**config.mk**
```make
export PLATFORM = sky130hd
export DESIGN_NAME = speculation_checkpoint_control
export DESIGN_NICKNAME = d
export VERILOG_FILES = /design/src/checkpoint_store.v /design/src/speculation_checkpoint_control.v
export VERILOG_INCLUDE_DIRS = /design/src
export SDC_FILE = /design/constraint.sdc
export NUM_CORES = 1
export LEC_CHECK = 0
export BUFFER_PORTS_ARGS = -buffer_cell sky130_fd_sc_hd__buf_2
export CAP_MARGIN = 20
export CORE_ASPECT_RATIO = 0.8
export CORE_MARGIN = 2
export CORE_UTILIZATION = 53
export CTS_BUF_LIST = sky130_fd_sc_hd__clkbuf_8 sky130_fd_sc_hd__clkbuf_16
export CTS_CLUSTER_SIZE = 20
export DETAILED_ROUTE_END_ITERATION = 6
export PLACE_DENSITY = 0.76
export SKIP_LAST_GASP = 1
export SLEW_MARGIN = 15
export SYNTH_ARGS = -nofsm -noshare
export SYNTH_HDL_FRONTEND = slang
export SYNTH_SLANG_ARGS = --single-unit
```
**constraint.sdc**
```tcl
create_clock -name clk -period 11.05 [get_ports clk]
set_input_delay 0.5525 -clock clk [delete_from_list [all_inputs] [get_ports clk]]
set_output_delay 0.5525 -clock clk [all_outputs]
set_load 0.005 [all_outputs]
```
**src/spec_ctl_defines.vh**
```
// Shared constants for the speculation checkpoint control block
`ifndef SPEC_CTL_DEFINES_VH
`define SPEC_CTL_DEFINES_VH
`define SPEC_MAX_LEVELS      3'd4
`define FPQ_DEPTH            3'd4
`define WBUF_DEPTH           3'd4
`define FP_DATA_W            64
`define ADDR_W               32
`define STATE_W              64
`define RECOVER_EARLY_CYC    3'd4
`define RECOVER_COMMIT_CYC   3'd5
`endif

```
**src/checkpoint_store.v**
```verilog
// Four-slot checkpoint memory with registered read data
`timescale 1ns/1ps
module checkpoint_store #(
  parameter WIDTH = 64,
  parameter SLOTS = 4,
  parameter IDX_W = 2
) (
  // Clock
  input  wire             clk,
  // Write port
  input  wire             wr_en,
  input  wire [IDX_W-1:0] wr_idx,
  input  wire [WIDTH-1:0] wr_data,
  // Read port
  input  wire [IDX_W-1:0] rd_idx,
  output reg  [WIDTH-1:0] rd_data
);
  reg [WIDTH-1:0] mem [0:SLOTS-1];

  always @(posedge clk)
  begin
    if (wr_en)
    begin
      mem[wr_idx] <= wr_data;
    end
    rd_data <= mem[rd_idx];
  end
endmodule // checkpoint_store

```
**src/speculation_checkpoint_control.v**
```verilog
// Speculation level, checkpoint, floating point queue and speculative write control
`timescale 1ns/1ps
`include "spec_ctl_defines.vh"
module speculation_checkpoint_control #(
  parameter STATE_W = `STATE_W,
  parameter ADDR_W  = `ADDR_W,
  parameter DATA_W  = `FP_DATA_W
) (
  // Clock and reset
  input  wire              clk,
  input  wire              rst,
  // Fetch and decode
  input  wire              pred_valid,
  input  wire [ADDR_W-1:0] pred_alt_addr,
  input  wire [STATE_W-1:0] machine_state,
  input  wire              dec_branch,
  input  wire              dec_fp,
  input  wire              fp_to_x_pipe,
  output wire              fp_pipe_sel_x,
  // Hazards
  input  wire              fault,
  input  wire              noncheckpoint_write,
  output wire              spec_stall,
  // Branch resolution
  input  wire              br_resolve,
  input  wire              br_mispredict,
  input  wire              br_flags_early,
  output reg               redirect_valid,
  output reg  [ADDR_W-1:0] redirect_addr,
  output reg               restore_valid,
  output wire [STATE_W-1:0] restore_state,
  output reg               recover_busy,
  // Second address stage dispatch
  input  wire              ac_fp_valid,
  input  wire              ac_mmu_exc,
  input  wire [DATA_W-1:0] ac_fp_operand,
  output reg               fpq_valid,
  output reg  [DATA_W-1:0] fpq_operand,
  input  wire              fpq_ready,
  output wire              fpq_full,
  input  wire              fp_done,
  output reg               exc_report,
  // Speculative writes
  input  wire              sw_valid,
  input  wire [ADDR_W-1:0] sw_addr,
  input  wire [DATA_W-1:0] sw_data,
  output wire              sw_ready,
  output reg               mem_wr_valid,
  output reg  [ADDR_W-1:0] mem_wr_addr,
  output reg  [DATA_W-1:0] mem_wr_data,
  input  wire              mem_wr_ready,
  // Status
  output wire [2:0]        spec_level
);
  // ==========================================
  // Speculation level and checkpoint ring
  // ==========================================
  reg  [2:0] level_q;
  reg  [1:0] ckpt_head_q;
  reg  [1:0] ckpt_tail_q;
  reg  [ADDR_W-1:0] alt_addr_q [0:3];
  reg  [2:0] fpq_cnt_q;
  reg  [2:0] fpq_unsent_q;
  reg  [1:0] fpq_wr_q;
  reg  [1:0] fpq_rd_q;
  reg  [DATA_W-1:0] fpq_mem_q [0:3];
  reg  [2:0] recov_cnt_q;
  reg  [2:0] wb_cnt_q;
  reg  [1:0] wb_head_q;
  reg  [1:0] wb_tail_q;
  reg  [2:0] wb_commit_q;
  reg  [ADDR_W-1:0] wb_addr_q [0:3];
  reg  [DATA_W-1:0] wb_data_q [0:3];

  // ==========================================
  // Stall conditions and pipe steering
  // ==========================================
  // Recovery keeps the front end stalled too
  wire level_full = (level_q == `SPEC_MAX_LEVELS);
  wire spec_open  = dec_branch | dec_fp;
  assign spec_stall = (spec_open & level_full)
                    | fault
                    | (wb_cnt_q == `WBUF_DEPTH)
                    | noncheckpoint_write
                    | recover_busy;
  assign fp_pipe_sel_x = dec_fp | fp_to_x_pipe;
  assign spec_level = level_q;

  wire fp_take  = ac_fp_valid & ~ac_mmu_exc & ~level_full
                & (fpq_cnt_q != `FPQ_DEPTH);
  wire br_take  = pred_valid & ~level_full & ~recover_busy;
  wire take     = br_take | fp_take;
  // Branch checkpoint wins over a float op in one cycle
  wire take_fp  = ~br_take & fp_take;
  wire ckpt_free = (br_resolve & ~br_mispredict) | fp_done;
  wire ckpt_pop  = ckpt_free & (level_q != 3'h0);
  wire mispred  = br_resolve & br_mispredict;
  assign fpq_full = (fpq_cnt_q == `FPQ_DEPTH);

  function [2:0] adj;
    input [2:0] v;
    input       up;
    input       dn;
    begin
      adj = v + {2'b00, up} - {2'b00, dn};
    end
  endfunction

  function [1:0] ptr_inc;
    input [1:0] p;
    begin
      ptr_inc = p + 2'h1;
    end
  endfunction

  // ==========================================
  // Checkpoint memory
  // ==========================================
  checkpoint_store #(
    .WIDTH (STATE_W),
    .SLOTS (4),
    .IDX_W (2)
  ) u_store (
    .clk     (clk),
    .wr_en   (take),
    .wr_idx  (ckpt_tail_q),
    .wr_data (machine_state),
    .rd_idx  (ckpt_head_q),
    .rd_data (restore_state)
  );

  always @(posedge clk or posedge rst)
  begin
    if (rst)
    begin
      level_q      <= 3'h0;
      ckpt_head_q  <= 2'h0;
      ckpt_tail_q  <= 2'h0;
      alt_addr_q[0] <= {ADDR_W{1'b0}};
      alt_addr_q[1] <= {ADDR_W{1'b0}};
      alt_addr_q[2] <= {ADDR_W{1'b0}};
      alt_addr_q[3] <= {ADDR_W{1'b0}};
    end
    else if (mispred)
    begin
      // Everything younger than the mispredicted branch is discarded
      level_q     <= 3'h0;
      ckpt_tail_q <= ckpt_head_q;
    end
    else
    begin
      // Level never wraps below zero after a flush
      level_q <= adj(level_q, take, ckpt_pop);
      if (take)
      begin
        ckpt_tail_q <= ptr_inc(ckpt_tail_q);
        alt_addr_q[ckpt_tail_q] <= pred_alt_addr;
      end
      if (ckpt_pop)
      begin
        ckpt_head_q <= ptr_inc(ckpt_head_q);
      end
    end
  end

  // ==========================================
  // Misprediction recovery
  // ==========================================
  always @(posedge clk or posedge rst)
  begin
    if (rst)
    begin
      redirect_valid <= 1'b0;
      redirect_addr  <= {ADDR_W{1'b0}};
      restore_valid  <= 1'b0;
      recover_busy   <= 1'b0;
      recov_cnt_q    <= 3'h0;
    end
    else
    begin
      redirect_valid <= mispred;
      restore_valid  <= mispred;
      if (mispred)
      begin
        redirect_addr <= alt_addr_q[ckpt_head_q];
        recover_busy  <= 1'b1;
        // Busy also spans the loading cycle, so load one less
        recov_cnt_q   <= br_flags_early ? `RECOVER_EARLY_CYC - 3'h1
                                        : `RECOVER_COMMIT_CYC - 3'h1;
      end
      else if (recov_cnt_q != 3'h0)
      begin
        recov_cnt_q <= recov_cnt_q - 3'h1;
      end
      else
      begin
        recover_busy <= 1'b0;
      end
    end
  end

  // ==========================================
  // Floating point queue dispatch
  // ==========================================
  wire fpq_pop  = fpq_valid & fpq_ready;
  wire fpq_load = (~fpq_valid | fpq_pop) & (fpq_unsent_q != 3'h0);

  // Operand slots need no reset; the counters guard them
  always @(posedge clk)
  begin
    if (take_fp)
    begin
      fpq_mem_q[fpq_wr_q] <= ac_fp_operand;
    end
  end

  always @(posedge clk or posedge rst)
  begin
    if (rst)
    begin
      fpq_cnt_q    <= 3'h0;
      fpq_unsent_q <= 3'h0;
      fpq_wr_q     <= 2'h0;
      fpq_rd_q     <= 2'h0;
      fpq_valid    <= 1'b0;
      fpq_operand  <= {DATA_W{1'b0}};
      exc_report   <= 1'b0;
    end
    else
    begin
      // Exception only reported once older writes and float ops are gone
      exc_report   <= ac_fp_valid & ac_mmu_exc & (wb_cnt_q == 3'h0)
                    & (fpq_cnt_q == 3'h0);
      fpq_cnt_q    <= adj(fpq_cnt_q, take_fp, fp_done & (fpq_cnt_q != 3'h0));
      fpq_unsent_q <= adj(fpq_unsent_q, take_fp, fpq_load);
      if (take_fp)
      begin
        fpq_wr_q <= ptr_inc(fpq_wr_q);
      end
      if (fpq_load)
      begin
        // Oldest queued op is offered to the float unit first
        fpq_valid   <= 1'b1;
        fpq_operand <= fpq_mem_q[fpq_rd_q];
        fpq_rd_q    <= ptr_inc(fpq_rd_q);
      end
      else if (fpq_pop)
      begin
        fpq_valid <= 1'b0;
      end
    end
  end

  // ==========================================
  // Speculative write buffers
  // ==========================================
  wire sw_push = sw_valid & sw_ready;
  wire sw_pop  = mem_wr_valid & mem_wr_ready;
  wire commit  = ckpt_free & (wb_commit_q != wb_cnt_q);
  assign sw_ready = (wb_cnt_q != `WBUF_DEPTH);

  // Buffer slots need no reset; the counters guard them
  always @(posedge clk)
  begin
    if (sw_push && !mispred)
    begin
      wb_addr_q[wb_tail_q] <= sw_addr;
      wb_data_q[wb_tail_q] <= sw_data;
    end
  end

  always @(posedge clk or posedge rst)
  begin
    if (rst)
    begin
      wb_cnt_q     <= 3'h0;
      wb_commit_q  <= 3'h0;
      wb_head_q    <= 2'h0;
      wb_tail_q    <= 2'h0;
      mem_wr_valid <= 1'b0;
      mem_wr_addr  <= {ADDR_W{1'b0}};
      mem_wr_data  <= {DATA_W{1'b0}};
    end
    else if (mispred)
    begin
      // Uncommitted writes dropped; committed ones still drain
      wb_cnt_q    <= wb_commit_q - {2'b00, sw_pop};
      wb_tail_q   <= wb_head_q + wb_commit_q[1:0];
      wb_commit_q <= wb_commit_q - {2'b00, sw_pop};
      if (sw_pop)
      begin
        wb_head_q    <= ptr_inc(wb_head_q);
        mem_wr_valid <= 1'b0;
      end
    end
    else
    begin
      wb_cnt_q    <= adj(wb_cnt_q, sw_push, sw_pop);
      // Writes made with nothing unresolved are final at once
      wb_commit_q <= adj(wb_commit_q, commit | (level_q == 3'h0 && sw_push), sw_pop);
      if (sw_push)
      begin
        wb_tail_q <= ptr_inc(wb_tail_q);
      end
      if (sw_pop)
      begin
        wb_head_q    <= ptr_inc(wb_head_q);
        mem_wr_valid <= 1'b0;
      end
      else if (!mem_wr_valid && wb_commit_q != 3'h0)
      begin
        // Oldest resolved entry leaves first
        mem_wr_valid <= 1'b1;
        mem_wr_addr  <= wb_addr_q[wb_head_q];
        mem_wr_data  <= wb_data_q[wb_head_q];
      end
    end
  end
endmodule // speculation_checkpoint_control

```
==> flow_summary.toml, run 1 <==
[clocking]
cts_tree = "built"
cts_resized = 0
cts_hold_buf = 1
cts_setup_buffers = 0
cts.reportedPaths.clkPinSlew_ns = 0.06
clock-sinks = 1315
htree_levels = 3
clockBufferDepth = 3
cts.root.buffer_cell = "clkbuf_16"
cts_buffers = 120
insertion_delay_ns = 0.70

[finish]
final_cell_mix = "edfxtp_1, buf_2, dfrtp_1"
final_util_pct = 62.2
mostFrequentLayoutCell = "edfxtp_1"
ff_latch_area_sq_um = 37100
multi_input_area_sq_um = 11100
syn2layout_area_growth_pct = 16.3
drive_above_1_share_pct = 45.4
fillers = 6158
finalInstanceArea_sq_um = 56800
layout.nets = 3137

[route]
routed_wl_um = 103000
wl_per_cell_um = 24.6
drt_iter0_drc = 1703
drc = 0
first_pass_iters = 7
routed_via_density = 5.62
num_vias = 23494
ant_nets = 0

[sta]
period_share_pct = 29.8
worst_slack_ns = 7.75
slew_headroom_pct = 24.4
max_freq_mhz = 303
fin_crit_ns = 3.30
fin_setup_tns_ns = 0
finalSetupViolations = 0
drv_slew = 0
fin_skew_ns = 0.0420
finalHoldViolCount = 0
rsz0062_at_grt = "no"
tightest_slew_ns = 1.13

[worst_setup_path]
path_common_cell = "buf_4"
cpPeakStageDelay_ns = 0.80
critPathSlowestCell = "dfrtp_4"
crit_type = "reg2reg"
crit_chain = "buf_4 -> buf_4 -> mux4_2 -> mux2_2"
endpoint_kind = "register"
required_ns = 11.62
critPathMaxFanout = 39
cp-start-kind = "register"
worstPathArrival_ns = 3.87

[synth]
async_flop_share_pct = 27.0
yosysUniqueCellTypes = 46
synth_top_area_share_pct = 55.1
syn_inst = 2240
synth_area_sq_um = 48800
synth_edf_count = 896
ys.flop_type = "edfxtp_1"
ys_top_cells_by_area = "edfxtp_1, dfrtp_1, mux4_2"
synth.avg_cell_area_sq_um = 21.8
ys_ff_latch = 1315
synth_largest_area_cell = "edfxtp_1"
syn_nets = 2545
yosysWarnings = 0
ys_seq_area_share_pct = 75.9

[pwr]
peakVddDrop_mv = 0.162
leakagePower_uw = 0.0216
finalPower_uw = 15600
p_per_area_nw_per_um2 = 274

[place]
place_congestion = 0.761
placed_area_sq_um = 52800
port_buffers = 541
dp_hpwl_um = 62400
dp_slack_ns = 7.11

[flow_run]
cap_viol_max_count = 0

[floorplan]
ios = 542
fp.dieW_um = 343
fp.dieH_um = 275
rows = 99
dieArea_sq_um = 94600
initial_utilization_pct = 53.5
coreArea_sq_um = 91300

[grt]
grt_start_max_net_pins = 113
grt_use_total_pct = 21.5
overflow = 0
antenna_found_initial = 38
grt_pass1_wl_um = 153000
grt_pass1_vias = 24830

[min_path]
holdCritPathClass = "in2reg"

[status]
outcome = "finished, final reports clean"
synth_stat cells, types with 2 or more instances:
cell type,n
fa_1,5
dfrtp_1,355
a31oi_1,2
o21ai_0,8
edfxtp_1,896
mux2_2,180
nor3_1,4
buf_1,5
ha_1,27
nand2b_1,4
inv_1,31
nand2_1,108
buf_4,11
dfxtp_1,64
and3_1,8
and2_1,8
nand4_1,3
mux4_2,256
clkbuf_1,32
buf_6,16
buf_2,37
nor2_1,13
xnor2_1,19
nand4_4,3
nor2b_1,4
mux2_4,108
xor2_1,6
a21oi_1,9
per-layer routing:
| layer | GRT usage [%] | vias up | routed length [um] |
|---|---|---|---|
| met3 | 5.12 | 188 | 6580 |
| met5 | 0 | - | 161 |
| met2 | 35.6 | 679 | 52100 |
| li1 | - | 10036 | - |
| met4 | 7.73 | 26 | 3120 |
| met1 | 28.2 | 12565 | 40800 |
cell type report:
class	count	area share, %
Multi-Input combinational cell	791	19.5
Tap cell	1212	2.67
Inverter	32	0.225
Sequential cell	1315	65.3
Timing Repair Buffer	572	5.25
Antenna cell	27	0.119
Clock buffer	148	5.97
Clock inverter	81	0.956
cells by family after synthesis:
group,synth area share [%]
muxes,19.3
xor gates and xnor gates,0.449
DFF,75.9
buffers and inverters,1.46
and+or+nand+nor,1.68
adders and majority gates,0.897
AOI/OAI and AO/OA,0.302
registers in the layout, summed over array words and instances (netlist names), 2 cells and up:
signal           count
alt_addr_q         128
ckpt_head_q          2
ckpt_tail_q          2
fpq_cnt_q            3
fpq_mem_q          256
fpq_operand         64
fpq_rd_q             2
fpq_unsent_q         3
fpq_wr_q             2
mem_wr_addr         32
mem_wr_data         64
recov_cnt_q          3
redirect_addr       32
spec_level           3
u_store.mem        256
u_store.rd_data     64
wb_addr_q          128
wb_cnt_q             3
wb_commit_q          3
wb_data_q          256
wb_head_q            2
wb_tail_q            2
worst max-delay path: cells and delay by family (launching register included):
| family | cells | cell delay (ns) |
|---|---|---|
| buf+inv | 2 | 1.42 |
| mux | 2 | 0.88 |
| flops | 1 | 0.80 |
power by group:
group / switching [uW] / total [uW] / internal [uW]
Clock: 1780 / 4030 / 2240
Sequential: 714 / 7320 / 6610
Combinational: 1910 / 4240 / 2330
path summary, 6_finish.rpt:
kind,cells past startpoint,slack [ns],end,from
worst max-delay path,4,7.75,mem_wr_addr[9],wb_head_q[0]
worst min-delay path,1,0.07,fpq_mem_q[1][21],ac_fp_operand[21]
worst max register to register,4,7.75,mem_wr_addr[9],wb_head_q[0]
worst min register to register,2,0.47,redirect_addr[19],redirect_addr[19]
max in group asynchronous,5,8.28,mem_wr_data[46],rst
min in group asynchronous,3,0.53,fpq_operand[24],rst
stage by stage:
stage / hold WS [ns] / instances
finish: 0.0693 / 4178
detailed placement: 0.457 / 3920
floorplan: 0.470 / 2240
global route: 0.0286 / 4168
CTS: 0.00929 / 4150
global placement: 0.462 / 3919
No activity file was read; power rests on OpenSTA's default activity.
==> inputs of run 2 (changes only) <==
==> constraint.sdc (replaced) <==
create_clock -name clk -period 2.95 [get_ports clk]
set_input_delay 0.1475 -clock clk [delete_from_list [all_inputs] [get_ports clk]]
set_output_delay 0.1475 -clock clk [all_outputs]
set_load 0.005 [all_outputs]
==> flow_summary.toml, run 2 (same netlist as run 1, synthesis figures left out) <==
[status]
outcome = "finished, final reports clean"

[place]
dp_hpwl_um = 68900
place_congestion = 0.782
port_buffers = 541

[sta]
slew_headroom_pct = 28.5
finalSetupViolations = 0
rsz0062_at_grt = "no"
max_freq_mhz = 376
drv_slew = 0
fin_crit_ns = 2.66
fin_skew_ns = 0.0577
tightest_slew_ns = 1.07
finalHoldViolCount = 0
period_share_pct = 90.1
holdWs_ns = 0.0557

[route]
routed_wl_um = 112000
first_pass_iters = 5
routed_via_density = 5.58
drc = 0
ant_nets = 0
num_vias = 25016
drt_iter0_drc = 1798
wl_per_cell_um = 24.9

[min_path]
holdCritPathClass = "in2reg"
worstHoldEndpoint = "ckpt_head_q[0]"
holdPathStages = 4
min_from = "fp_done"

[finish]
largestRegisters = "fpq_mem_q (256), u_store.mem (256), wb_data_q (256)"
syn2layout_area_growth_pct = 23.7
final_cell_mix = "edfxtp_1, buf_2, dfrtp_1"
drive_above_1_share_pct = 42.4
layout.nets = 3455
mostFrequentLayoutCell = "edfxtp_1"
final_util_pct = 66.1

[clocking]
cts_buffers = 120
clockBufferDepth = 3
cts_tree = "built"
cts_setup_buffers = 0
insertion_delay_ns = 0.70
htree_levels = 3
cts.root.buffer_cell = "clkbuf_16"
cts_resized = 0
cts_hold_buf = 266
clock-sinks = 1315
cts.reportedPaths.clkPinSlew_ns = 0.06

[worst_setup_path]
required_ns = 3.50
crit_chain = "nor3_1 -> a21oi_1 -> ha_1 -> inv_1 -> ha_1 -> fa_1 -> xor2_1 -> nand2_1 -> o21ai_0 -> xnor2_1"
path_common_cell = "ha_1"
cp-start-kind = "register"
crit_type = "reg2reg"
setup.worst_path.start = "spec_level[1]"
worstPathArrival_ns = 3.21
reg2reg_slack_ns = 0.29
rr_worst_depth = 10
cpPeakStageDelay_ns = 0.46
reg2reg_to = "wb_commit_q[2]"
worstReg2RegStart = "spec_level[1]"
critPathSlowestCell = "dfrtp_1"
endpoint_kind = "register"
critPathMaxFanout = 5

[grt]
grt_start_max_net_pins = 94
overflow = 0
antenna_found_initial = 17
grt_pass1_wl_um = 167000
grt_pass1_vias = 26885
grt_use_total_pct = 23.5

[floorplan]
fp.dieW_um = 343
ios = 542
rows = 99
coreArea_sq_um = 91300
initial_utilization_pct = 53.5
dieArea_sq_um = 94600
fp.dieH_um = 275

[pwr]
finalPower_uw = 60100
p_per_area_nw_per_um2 = 995
leakagePower_uw = 0.0232
peakVddDrop_mv = 0.660

[flow_run]
cap_viol_max_count = 0
[run 2: changes by cell type in the layout (fill, tap and decap cells not counted), sizes merged]
cell         delta
dlygate4sd3   +265
buf            +53
diode          -13
clkinv          -8
bufinv          +4
clkbuf          +2
clkinvlp        +1
[run 2: critical path, delay by kind of cell (launching register included)]
kind	cells	cell delay, ns
adder cells (fa/ha/maj)	3	0.93
AO/OA/AOI/OAI	2	0.24
flip-flops	1	0.46
AND/OR/NAND/NOR	2	0.52
XOR/XNOR	2	0.34
buffers and inverters	1	0.04
[run 2: per-stage QoR]
stage	instance area, sq um	instances	worst slack, ns	setup TNS, ns
6_report	60400	4482	0.291	0
5_1_grt	60400	4476	0.121	0
4_1_cts	60400	4468	0.288	0
3_5_place_dp	53700	3974	0.298	0
3_3_place_gp	53700	3974	0.450	0
2_1_floorplan	48800	2240	-1.95	-693.62
[run 2: cell type report]
type / count / area, sq um
Inverter: 32 / 124
Tap cell: 1212 / 1520
Timing Repair Buffer: 890 / 6560
Multi-Input combinational cell: 791 / 11100
Antenna cell: 14 / 35.0
Clock inverter: 78 / 572
Clock buffer: 150 / 3420
Sequential cell: 1315 / 37100
Fill cell: 5744 / 30900
[run 2: how the worst max path moves through the flow]
stage / end / slack (ns)
floorplan: alt_addr_q[0] / -1.95
global placement: wb_commit_q[2] / 0.45
detailed placement: wb_commit_q[2] / 0.30
CTS: wb_commit_q[2] / 0.29
global route: wb_commit_q[2] / 0.12
finish: wb_commit_q[2] / 0.29
[run 2: where the power goes]
| part | internal (uW) | leakage (uW) | switching [uW] | total (uW) |
|---|---|---|---|---|
| Clock | 8760 | 0.00210 | 6620 | 15400 |
| Combinational | 9550 | 0.00815 | 7910 | 17500 |
| Sequential | 24700 | 0.0129 | 2520 | 27200 |
| Total | 43000 | 0.0232 | 17000 | 60100 |
[run 2: per-layer routing]
layer	wire length [um]	track usage [%]
met5	96	0
met4	3440	7.44
met3	6920	4.64
met2	56900	39.7
met1	44300	31.0
